### src/rtl/fsei_pkg.sv
// constants shared by the fieldbus slave event indication block
package fsei_pkg;

  // ********************************************************************
  // event bit layout of the request word
  // ********************************************************************
  localparam int unsigned EVT_W = 16;
  localparam int unsigned EV_DATAEX = 0;
  localparam int unsigned EV_OFFLINE = 1;
  localparam int unsigned EV_BAUD = 2;
  localparam int unsigned EV_WDOG = 3;
  localparam int unsigned EV_TIMER = 4;
  localparam int unsigned EV_GC = 5;
  localparam int unsigned EV_ADDR = 6;
  localparam int unsigned EV_CFG = 7;
  localparam int unsigned EV_PRM = 8;
  localparam int unsigned EV_DIAG = 9;
  localparam int unsigned EV_OUT = 10;
  localparam logic [15:0] EVT_USED = 16'h07ff;

  // ********************************************************************
  // register map, byte addresses
  // ********************************************************************
  localparam int unsigned ADDR_W = 8;
  localparam logic [7:0] A_IND = 8'h00;
  localparam logic [7:0] A_POLL = 8'h04;
  localparam logic [7:0] A_ACK = 8'h08;
  localparam logic [7:0] A_MASK = 8'h0c;
  localparam logic [7:0] A_CTRL = 8'h10;
  localparam logic [7:0] A_GCCELL = 8'h14;
  localparam logic [7:0] A_TEST = 8'h40;
  localparam logic [15:0] MASK_RST = 16'h0000;
  localparam logic [7:0] GC_CELL_RST = 8'h00;

  // control register fields
  localparam int unsigned CB_GO_OFFLINE = 0;
  localparam int unsigned CB_DIAG_SWAP = 1;
  localparam int unsigned CB_EOI = 2;
  localparam int unsigned CB_GO_ONLINE = 3;
  // control read-back fields
  localparam int unsigned CS_GO_OFFLINE = 0;
  localparam int unsigned CS_OFFLINE = 1;
  localparam int unsigned CS_IN_SERVICE = 2;
  localparam int unsigned CS_DIAG_SEL = 3;

  localparam logic [1:0] RESP_OKAY = 2'b00;
  localparam logic [1:0] RESP_SLVERR = 2'b10;

  // ********************************************************************
  // timing
  // ********************************************************************
  localparam int unsigned CLK_PERIOD_NS = 10;
  localparam int unsigned TIMER_PERIOD_NS = 10000000;
  localparam int unsigned TICK_CYCLES_DFLT = TIMER_PERIOD_NS / CLK_PERIOD_NS;
  localparam int unsigned TICK_CNT_W = 20;

endpackage : fsei_pkg

### src/rtl/fsei_edge.sv
// rise and fall detector for a same-clock level
`timescale 1ns/1ps
`default_nettype none
module fsei_edge (
  input wire logic mclk_i,
  input wire logic rst_n_i,
  input wire logic level_i,
  output logic rise_o,
  output logic fall_o
);

  logic prev_r;

  always_ff @(posedge mclk_i or negedge rst_n_i) begin
    if (!rst_n_i) begin
      prev_r <= 1'b0;
    end else begin
      prev_r <= level_i;
    end
  end

  assign rise_o = level_i & ~prev_r;
  assign fall_o = ~level_i & prev_r;

endmodule : fsei_edge
`default_nettype wire

### src/rtl/fsei_tick.sv
// free running time base giving a one-cycle tick per period
`timescale 1ns/1ps
`default_nettype none
module fsei_tick #(
  parameter int unsigned TICK_CYCLES = fsei_pkg::TICK_CYCLES_DFLT
) (
  input wire logic mclk_i,
  input wire logic rst_n_i,
  output logic tick_o
);

  localparam logic [fsei_pkg::TICK_CNT_W-1:0] LAST =
    fsei_pkg::TICK_CNT_W'(TICK_CYCLES - 1);

  logic [fsei_pkg::TICK_CNT_W-1:0] cnt_r;

  always_ff @(posedge mclk_i or negedge rst_n_i) begin
    if (!rst_n_i) begin
      cnt_r <= '0;
      tick_o <= 1'b0;
    end else if (cnt_r == LAST) begin
      cnt_r <= '0;
      tick_o <= 1'b1;
    end else begin
      cnt_r <= cnt_r + 1'b1;
      tick_o <= 1'b0;
    end
  end

endmodule : fsei_tick
`default_nettype wire

### src/rtl/fsei_top.sv
// event indication unit of a fieldbus slave controller with an axi4-lite register port
//
// Chosen here: the AXI4-Lite slave port and the address map.
`timescale 1ns/1ps
`default_nettype none
module fsei_top #(
  parameter int unsigned TICK_CYCLES = fsei_pkg::TICK_CYCLES_DFLT
) (
  input wire logic mclk_i,
  input wire logic rst_n_i,
  // axi4-lite slave
  input wire logic [fsei_pkg::ADDR_W-1:0] s_axi_awaddr_i,
  input wire logic s_axi_awvalid_i,
  output logic s_axi_awready_o,
  input wire logic [31:0] s_axi_wdata_i,
  input wire logic [3:0] s_axi_wstrb_i,
  input wire logic s_axi_wvalid_i,
  output logic s_axi_wready_o,
  output logic [1:0] s_axi_bresp_o,
  output logic s_axi_bvalid_o,
  input wire logic s_axi_bready_i,
  input wire logic [fsei_pkg::ADDR_W-1:0] s_axi_araddr_i,
  input wire logic s_axi_arvalid_i,
  output logic s_axi_arready_o,
  output logic [31:0] s_axi_rdata_o,
  output logic [1:0] s_axi_rresp_o,
  output logic s_axi_rvalid_o,
  input wire logic s_axi_rready_i,
  // protocol engine side
  input wire logic cyclic_exchange_state_i,
  input wire logic req_busy_i,
  input wire logic baud_search_i,
  input wire logic baud_rate_valid_i,
  input wire logic wd_expire_i,
  input wire logic master_supervised_state_i,
  input wire logic gc_rx_i,
  input wire logic [7:0] broadcast_control_byte_i,
  input wire logic address_change_stored_i,
  input wire logic cfg_stored_i,
  input wire logic prm_stored_i,
  input wire logic out_stored_i,
  input wire logic master_leave_i,
  output logic irq_o,
  output logic offline_o,
  output logic go_offline_o,
  output logic diag_swap_o,
  output logic diag_buf_sel_o,
  output logic out_clear_o,
  output logic [7:0] broadcast_control_cell_o
);

  // ********************************************************************
  // declarations
  // ********************************************************************
  logic aw_full_r, aw_full_nxt, w_full_r, w_full_nxt;
  logic bvalid_r, bvalid_nxt, rvalid_r, rvalid_nxt;
  logic [fsei_pkg::ADDR_W-1:0] aw_addr_r;
  logic [31:0] w_data_r, rdata_nxt;
  logic [3:0] w_strb_r;
  logic [1:0] bresp_nxt, rresp_nxt;
  logic [15:0] lane_mask, pend_r, pend_nxt, mask_r, evt, ack_vec;
  logic wr_fire, ar_hs, mask_we, ctrl_we, ind_read;
  logic go_offline_r, offline_r, in_service_r, diag_sel_r, por_pending_r;
  logic [7:0] gc_cell_r;
  logic offline_done, diag_req, eoi_req, online_req, clear_req, gc_new;
  logic dx_rise, dx_fall, baud_fall, tick;
  // ********************************************************************
  // event sources
  // ********************************************************************
  fsei_edge u_dx_edge (.mclk_i(mclk_i), .rst_n_i(rst_n_i), .level_i(cyclic_exchange_state_i),
    .rise_o(dx_rise), .fall_o(dx_fall));
  fsei_edge u_baud_edge (.mclk_i(mclk_i), .rst_n_i(rst_n_i), .level_i(baud_search_i),
    .rise_o(), .fall_o(baud_fall));
  fsei_tick #(.TICK_CYCLES(TICK_CYCLES)) u_tick (.mclk_i(mclk_i), .rst_n_i(rst_n_i),
    .tick_o(tick));
  assign offline_done = go_offline_r & ~req_busy_i;
  assign gc_new = gc_rx_i & (broadcast_control_byte_i != gc_cell_r);
  assign clear_req = por_pending_r | master_leave_i;
  always_comb begin
    evt = '0;
    evt[fsei_pkg::EV_DATAEX] = dx_rise | dx_fall;
    evt[fsei_pkg::EV_OFFLINE] = offline_done;
    evt[fsei_pkg::EV_BAUD] = baud_fall & baud_rate_valid_i;
    evt[fsei_pkg::EV_WDOG] = wd_expire_i & master_supervised_state_i;
    evt[fsei_pkg::EV_TIMER] = tick;
    evt[fsei_pkg::EV_GC] = gc_new;
    evt[fsei_pkg::EV_ADDR] = address_change_stored_i;
    evt[fsei_pkg::EV_CFG] = cfg_stored_i;
    evt[fsei_pkg::EV_PRM] = prm_stored_i;
    evt[fsei_pkg::EV_DIAG] = diag_req;
    evt[fsei_pkg::EV_OUT] = out_stored_i | clear_req;
  end

  // ********************************************************************
  // request word
  // ********************************************************************
  // set wins over acknowledge
  assign pend_nxt = ((pend_r & ~ack_vec) | evt) & fsei_pkg::EVT_USED;

  always_ff @(posedge mclk_i or negedge rst_n_i) begin
    if (!rst_n_i) begin
      pend_r <= '0;
    end else begin
      pend_r <= pend_nxt;
    end
  end

  always_ff @(posedge mclk_i or negedge rst_n_i) begin
    if (!rst_n_i) begin
      mask_r <= fsei_pkg::MASK_RST;
    end else if (mask_we) begin
      mask_r <= ((mask_r & ~lane_mask) | (w_data_r[15:0] & lane_mask)) & fsei_pkg::EVT_USED;
    end
  end

  // ********************************************************************
  // offline, diagnostics swap, output clear, broadcast cell
  // ********************************************************************
  always_ff @(posedge mclk_i or negedge rst_n_i) begin
    if (!rst_n_i) begin
      go_offline_r <= 1'b0;
      offline_r <= 1'b0;
    end else begin
      if (offline_done) begin
        go_offline_r <= 1'b0;
        offline_r <= 1'b1;
      end else if (ctrl_we && w_data_r[fsei_pkg::CB_GO_OFFLINE]) begin
        go_offline_r <= 1'b1;
      end
      if (online_req && !offline_done) begin
        offline_r <= 1'b0;
      end
    end
  end

  always_ff @(posedge mclk_i or negedge rst_n_i) begin
    if (!rst_n_i) begin
      diag_sel_r <= 1'b0;
      diag_swap_o <= 1'b0;
    end else begin
      diag_swap_o <= diag_req;
      if (diag_req) begin
        diag_sel_r <= ~diag_sel_r;
      end
    end
  end

  always_ff @(posedge mclk_i or negedge rst_n_i) begin
    if (!rst_n_i) begin
      por_pending_r <= 1'b1;
      out_clear_o <= 1'b0;
    end else begin
      por_pending_r <= 1'b0;
      out_clear_o <= clear_req;
    end
  end

  always_ff @(posedge mclk_i or negedge rst_n_i) begin
    if (!rst_n_i) begin
      gc_cell_r <= fsei_pkg::GC_CELL_RST;
    end else if (gc_new) begin
      gc_cell_r <= broadcast_control_byte_i;
    end
  end

  // ********************************************************************
  // indication sequence and interrupt
  // ********************************************************************
  always_ff @(posedge mclk_i or negedge rst_n_i) begin
    if (!rst_n_i) begin
      in_service_r <= 1'b0;
    end else if (ind_read) begin
      in_service_r <= 1'b1;
    end else if (eoi_req) begin
      in_service_r <= 1'b0;
    end
  end

  always_ff @(posedge mclk_i or negedge rst_n_i) begin
    if (!rst_n_i) begin
      irq_o <= 1'b0;
    end else begin
      irq_o <= (|(pend_r & mask_r)) & ~in_service_r;
    end
  end

  // ********************************************************************
  // axi4-lite write channel
  // ********************************************************************
  assign wr_fire = aw_full_r & w_full_r & ~bvalid_r;
  assign lane_mask = {{8{w_strb_r[1]}}, {8{w_strb_r[0]}}};

  always_comb begin
    aw_full_nxt = aw_full_r;
    w_full_nxt = w_full_r;
    bvalid_nxt = bvalid_r;
    if (s_axi_awvalid_i && s_axi_awready_o) begin
      aw_full_nxt = 1'b1;
    end
    if (s_axi_wvalid_i && s_axi_wready_o) begin
      w_full_nxt = 1'b1;
    end
    if (wr_fire) begin
      aw_full_nxt = 1'b0;
      w_full_nxt = 1'b0;
      bvalid_nxt = 1'b1;
    end else if (bvalid_r && s_axi_bready_i) begin
      bvalid_nxt = 1'b0;
    end
  end

  always_comb begin
    ack_vec = '0;
    mask_we = 1'b0;
    ctrl_we = 1'b0;
    bresp_nxt = fsei_pkg::RESP_OKAY;
    if (wr_fire) begin
      if (aw_addr_r[7:6] == fsei_pkg::A_TEST[7:6]) begin
        // single event acknowledge by writing one to its test word
        ack_vec[aw_addr_r[5:2]] = w_data_r[0] & w_strb_r[0];
      end else if (aw_addr_r[7:2] == fsei_pkg::A_ACK[7:2]) begin
        ack_vec = w_data_r[15:0] & lane_mask;
      end else if (aw_addr_r[7:2] == fsei_pkg::A_MASK[7:2]) begin
        mask_we = 1'b1;
      end else if (aw_addr_r[7:2] == fsei_pkg::A_CTRL[7:2]) begin
        ctrl_we = w_strb_r[0];
      end else begin
        bresp_nxt = fsei_pkg::RESP_SLVERR;
      end
    end
  end

  assign diag_req = ctrl_we & w_data_r[fsei_pkg::CB_DIAG_SWAP];
  assign eoi_req = ctrl_we & w_data_r[fsei_pkg::CB_EOI];
  assign online_req = ctrl_we & w_data_r[fsei_pkg::CB_GO_ONLINE];

  always_ff @(posedge mclk_i or negedge rst_n_i) begin
    if (!rst_n_i) begin
      aw_full_r <= 1'b0;
      w_full_r <= 1'b0;
      bvalid_r <= 1'b0;
      s_axi_awready_o <= 1'b1;
      s_axi_wready_o <= 1'b1;
      s_axi_bresp_o <= fsei_pkg::RESP_OKAY;
      aw_addr_r <= '0;
      w_data_r <= '0;
      w_strb_r <= '0;
    end else begin
      aw_full_r <= aw_full_nxt;
      w_full_r <= w_full_nxt;
      bvalid_r <= bvalid_nxt;
      s_axi_awready_o <= ~aw_full_nxt & ~bvalid_nxt;
      s_axi_wready_o <= ~w_full_nxt & ~bvalid_nxt;
      if (wr_fire) begin
        s_axi_bresp_o <= bresp_nxt;
      end
      if (s_axi_awvalid_i && s_axi_awready_o) begin
        aw_addr_r <= s_axi_awaddr_i;
      end
      if (s_axi_wvalid_i && s_axi_wready_o) begin
        w_data_r <= s_axi_wdata_i;
        w_strb_r <= s_axi_wstrb_i;
      end
    end
  end

  assign s_axi_bvalid_o = bvalid_r;

  // ********************************************************************
  // axi4-lite read channel
  // ********************************************************************
  assign ar_hs = s_axi_arvalid_i & s_axi_arready_o;
  assign ind_read = ar_hs & (s_axi_araddr_i[7:2] == fsei_pkg::A_IND[7:2]);
  assign rvalid_nxt = ar_hs ? 1'b1 : ((rvalid_r && s_axi_rready_i) ? 1'b0 : rvalid_r);

  always_comb begin
    rdata_nxt = '0;
    rresp_nxt = fsei_pkg::RESP_OKAY;
    if (s_axi_araddr_i[7:6] == fsei_pkg::A_TEST[7:6]) begin
      rdata_nxt[0] = pend_r[s_axi_araddr_i[5:2]];
    end else if (s_axi_araddr_i[7:2] == fsei_pkg::A_IND[7:2] ||
                 s_axi_araddr_i[7:2] == fsei_pkg::A_POLL[7:2]) begin
      rdata_nxt[15:0] = pend_r;
    end else if (s_axi_araddr_i[7:2] == fsei_pkg::A_MASK[7:2]) begin
      rdata_nxt[15:0] = mask_r;
    end else if (s_axi_araddr_i[7:2] == fsei_pkg::A_CTRL[7:2]) begin
      rdata_nxt[fsei_pkg::CS_GO_OFFLINE] = go_offline_r;
      rdata_nxt[fsei_pkg::CS_OFFLINE] = offline_r;
      rdata_nxt[fsei_pkg::CS_IN_SERVICE] = in_service_r;
      rdata_nxt[fsei_pkg::CS_DIAG_SEL] = diag_sel_r;
    end else if (s_axi_araddr_i[7:2] == fsei_pkg::A_GCCELL[7:2]) begin
      rdata_nxt[7:0] = gc_cell_r;
    end else if (s_axi_araddr_i[7:2] != fsei_pkg::A_ACK[7:2]) begin
      rresp_nxt = fsei_pkg::RESP_SLVERR;
    end
  end

  always_ff @(posedge mclk_i or negedge rst_n_i) begin
    if (!rst_n_i) begin
      rvalid_r <= 1'b0;
      s_axi_arready_o <= 1'b1;
      s_axi_rdata_o <= '0;
      s_axi_rresp_o <= fsei_pkg::RESP_OKAY;
    end else begin
      rvalid_r <= rvalid_nxt;
      s_axi_arready_o <= ~rvalid_nxt;
      if (ar_hs) begin
        s_axi_rdata_o <= rdata_nxt;
        s_axi_rresp_o <= rresp_nxt;
      end
    end
  end
  assign s_axi_rvalid_o = rvalid_r;
  assign offline_o = offline_r;
  assign go_offline_o = go_offline_r;
  assign diag_buf_sel_o = diag_sel_r;
  assign broadcast_control_cell_o = gc_cell_r;

endmodule : fsei_top
`default_nettype wire

### config.mk
export PLATFORM = sky130hd
export DESIGN_NAME = fsei_top
export DESIGN_NICKNAME = d
export VERILOG_FILES = /design/src/rtl/fsei_pkg.sv /design/src/rtl/fsei_edge.sv /design/src/rtl/fsei_tick.sv /design/src/rtl/fsei_top.sv
export SDC_FILE = /design/constraint.sdc
export NUM_CORES = 1
export LEC_CHECK = 0
export ABC_AREA = 1
export BUFFER_PORTS_ARGS = -buffer_cell sky130_fd_sc_hd__buf_2
export CORE_ASPECT_RATIO = 0.8
export CORE_MARGIN = 2
export CORE_UTILIZATION = 53
export DETAILED_ROUTE_END_ITERATION = 8
export PLACE_DENSITY_LB_ADDON = 0.25
export SLEW_MARGIN = 40
export SYNTH_ARGS = -nofsm -noshare
export SYNTH_HDL_FRONTEND = slang
export SYNTH_SLANG_ARGS = --single-unit
### constraint.sdc
create_clock -name mclk_i -period 2.1 [get_ports mclk_i]
set_clock_uncertainty 0.2 [all_clocks]
set_input_delay 0 -clock mclk_i [delete_from_list [all_inputs] [get_ports mclk_i]]
set_output_delay 0 -clock mclk_i [all_outputs]
set_load 0.02 [all_outputs]
==> results.txt <==
The flow ran to the end, and the final reports show no timing, DRC or antenna violations. For the worst setup path, the data required time is 2.13 ns. The data arrival time at the worst-slack endpoint came out at between 2 and 2.5 ns. The number of failing hold endpoints at the final stage is 0. Setup total negative slack on the finished layout was measured at 0 ns.

TritonCTS built the clock tree. The initial detailed-routing violation count is 349. The peak supply drop is about 0.74 mV. In this run the critical register-to-register path is launched from broadcast_control_cell_o[5]. For this run, the leading register cell type out of synthesis is dfrtp_1. The CTS H-tree depth came out at 3. Timing would allow up to roughly 500 MHz. The antenna cell count came out at 0. The overall overflow remaining after global route is 0. In this run the critical register-to-register path is captured at broadcast_control_cell_o[6].

The share of the core filled with cells is between 60% and 70%. In the routed design, unresolved DRC markers number 0. The worst hold-check slack is approximately 0.027 ns. For this block, the via count after detailed routing is between 4000 and 5000. The worst-path maximum fanout came out at 5. Routability-driven placement finished with a final weighted congestion of around 0.93. The first global-routing pass estimated 21200 µm of wire. The fraction of registers with async set or reset after synthesis came out at 100%.

The count of port buffers added during placement came out at between 80 and 90. The count of pins on the block boundary is 134. The overall power after layout came out at 0.00611 W. The die area is 10500 µm². The number of maximum-capacitance constraint violations came out at 0.

The floorplan step defined a core boundary enclosing about 9500 µm². The average instance area after synthesis came out at around 8.0 µm². For flop-to-flop paths, the worst setup slack is ~0.12 ns. Once detailed placement completed, the half-perimeter wirelength came to slightly below 9000 µm.

The first detailed-routing pass took 4 iterations. Compared with the post-synthesis result, the final layout area differs by 28.6%. The max-slew headroom at the worst pin is about three fifths. The effective utilization at floorplan is roughly 54%. Leaving out fill and tap cells, the most frequent cell in the layout is nand2_1. For the pin with the worst max-slew slack, the measured transition is a little under 0.6 ns. Clock latency on the worst-skew pair, taken at its later pin, is roughly 0.34 ns. In this run the vertical extent of the chip is just over 90 µm. The number of sinks on the clock net came out at 100.

The worst setup path is of the reg2reg kind. Leaving out fill and tap cells, the most frequent cells in the layout are 187 x nand2_1, 96 x dfrtp_1, 83 x buf_2. The share of the clock period used by the worst path came out at between 90% and 100%. During synthesis, Yosys emitted a total of 0 warnings. For this design the ratio of total power to cell area is 925 nW/µm². The final wirelength came out at between 10000 and 15000 µm. After synthesis, the netlist uses between 40 and 50 different library cells. The initial antenna violation count came to 0.

The shortest clock period the worst path allows after layout came out at 1.98 ns. In this run, placement finished with an instance count of between 800 and 900. The final standard cell count with taps included and fillers excluded is slightly above 900. Counting cells, the worst reg-to-reg path comes to 7. The global-route total usage across every layer is between 20 and 30%.

The chip width is between 100 and 150 µm. The number of global-route vias before repair is between 4000 and 5000. Clock-pin slew was measured on the worst setup and hold paths at roughly 0.060 ns.

The worst setup path is captured at a flip-flop. The count of mapped cells out of synthesis came out at 643. Setup violations remaining at the end of the flow were counted as 0. The proportion of synthesized chip area in sequential cells is around half. The final-report max-slew violation count came to 0. In this run the worst hold path is classified as in2async. The worst-case clock buffer depth is 2.

The CTS buffer count is 9. The net count reported at finish came out at 880. The summed instance area of the synthesized netlist is ~5100 µm². Entering global routing, the biggest net connects 53 pins. Clock tree synthesis selected as its root buffer the cell clkbuf_16. In the routed layout, each cell is associated on average with a via count of 5.05.

Setup repair after global routing left no endpoint under its margin. The worst setup path is launched from a flip-flop. The average wire length per cell after detail routing came out at around 14 µm. The count of nets left with antenna violations after detail routing came out at 0. The static power due to leakage is ~3.4 nW. The count of state elements after synthesis is 100. The share of final-layout standard cells stronger than drive strength 1 came out at between 15 and 20%.

The number of enable flip-flop cells after synthesis is 0. The row count came out at 32.
[critical path: stages, from the launching register on]
cell           delay, ns
dfrtp_1             0.43
xnor2_1             0.18
nand2_1             0.08
nor3_2              0.12
nand2_1             0.14
nand3_1             0.11
dlygate4sd3_1       0.56
nand2_1             0.05
[routing by layer]
metal	global-route usage, %	part of all wire [%]	up-vias
met5	0	0	-
met2	40.1	46	168
li1	-	-	2319
met1	35.7	46	2159
met4	7.93	1.5	0
met3	5.62	6.5	18
[worst max-delay path by stage]
stage                                     start                     endpoint  depth (start not counted)
global placement                u_tick.cnt_r[0]             u_tick.cnt_r[14]                          6
detailed placement              u_tick.cnt_r[0]             u_tick.cnt_r[14]                          6
floorplan                       s_axi_arready_o             s_axi_rdata_o[1]                          6
global route        broadcast_control_cell_o[4]  broadcast_control_cell_o[6]                          7
finish              broadcast_control_cell_o[5]  broadcast_control_cell_o[6]                          7
CTS                 broadcast_control_cell_o[5]  broadcast_control_cell_o[5]                          7
[area by class of cell]
type / instances / area, µm²
fillers: 777 / 2920
well taps: 119 / 149
repair buffers: 158 / 1150
clock buffers: 13 / 270
flip-flops and latches: 100 / 2510
multi-input cells: 452 / 2190
clock inverters: 3 / 45.0
inverters: 79 / 297
[report_power, final]
group	leakage, nW	internal (W)	switching [W]
clock network	0.148	0.00102	0.000701
logic	1.98	0.000602	0.00111
registers	1.24	0.00233	0.000340
[cell usage after synthesis (3+ instances only)]
| cell type | n | area share (%) |
|---|---|---|
| nor2_1 | 46 | 3.4 |
| nand2_1 | 187 | 14 |
| nand4_1 | 8 | 0.97 |
| inv_1 | 72 | 5.3 |
| nand3_1 | 37 | 3.6 |
| inv_2 | 7 | 0.51 |
| xor2_1 | 12 | 2.0 |
| a31oi_1 | 3 | 0.37 |
| nor2_2 | 13 | 1.6 |
| dfrtp_1 | 96 | 47 |
| nand3_2 | 3 | 0.58 |
| buf_2 | 5 | 0.49 |
| a21oi_1 | 18 | 1.8 |
| a22oi_1 | 3 | 0.44 |
| xnor2_1 | 4 | 0.68 |
| o21ai_0 | 46 | 4.5 |
| nand2_2 | 5 | 0.61 |
| dfstp_2 | 4 | 2.0 |
| o21ai_2 | 5 | 0.85 |
| o21ai_1 | 5 | 0.49 |
| buf_4 | 25 | 3.7 |
| clkbuf_1 | 4 | 0.29 |
| nor3_1 | 10 | 0.97 |
| nor2_4 | 3 | 0.66 |
[through the flow]
| stage | instance area [µm²] | setup slack [ns] |
|---|---|---|
| after floorplan | 5230 | 0.521 |
| after global routing | 6610 | 0.0326 |
| final | 6610 | 0.119 |
| after global placement | 5630 | 0.367 |
| after detailed placement | 5630 | 0.310 |
| after CTS | 6600 | 0.159 |
[cell families (layout without fill, tap and decap cells)]
logic type	after synthesis	count (layout)	share of synthesized area (%)
xor+xnor	16	16	2.73
mux	1	1	0.219
simple gates	320	320	27.6
buf+inv	114	253	10.4
flops	100	100	48.8
fa+ha+maj	1	1	0.243
other cells	1	24	0.0730
compound gates	90	90	9.93
[timing repair]
action / 4_1_cts / 5_1_grt
setup buffers: 0 / 1
endpoints found under the hold margin: 156 / 0
setup endpoints to repair: 0 / 4
hold buffers: 66 / 0
gates resized for setup: 0 / 1
Note: power is estimated with default switching activity, not from simulation.
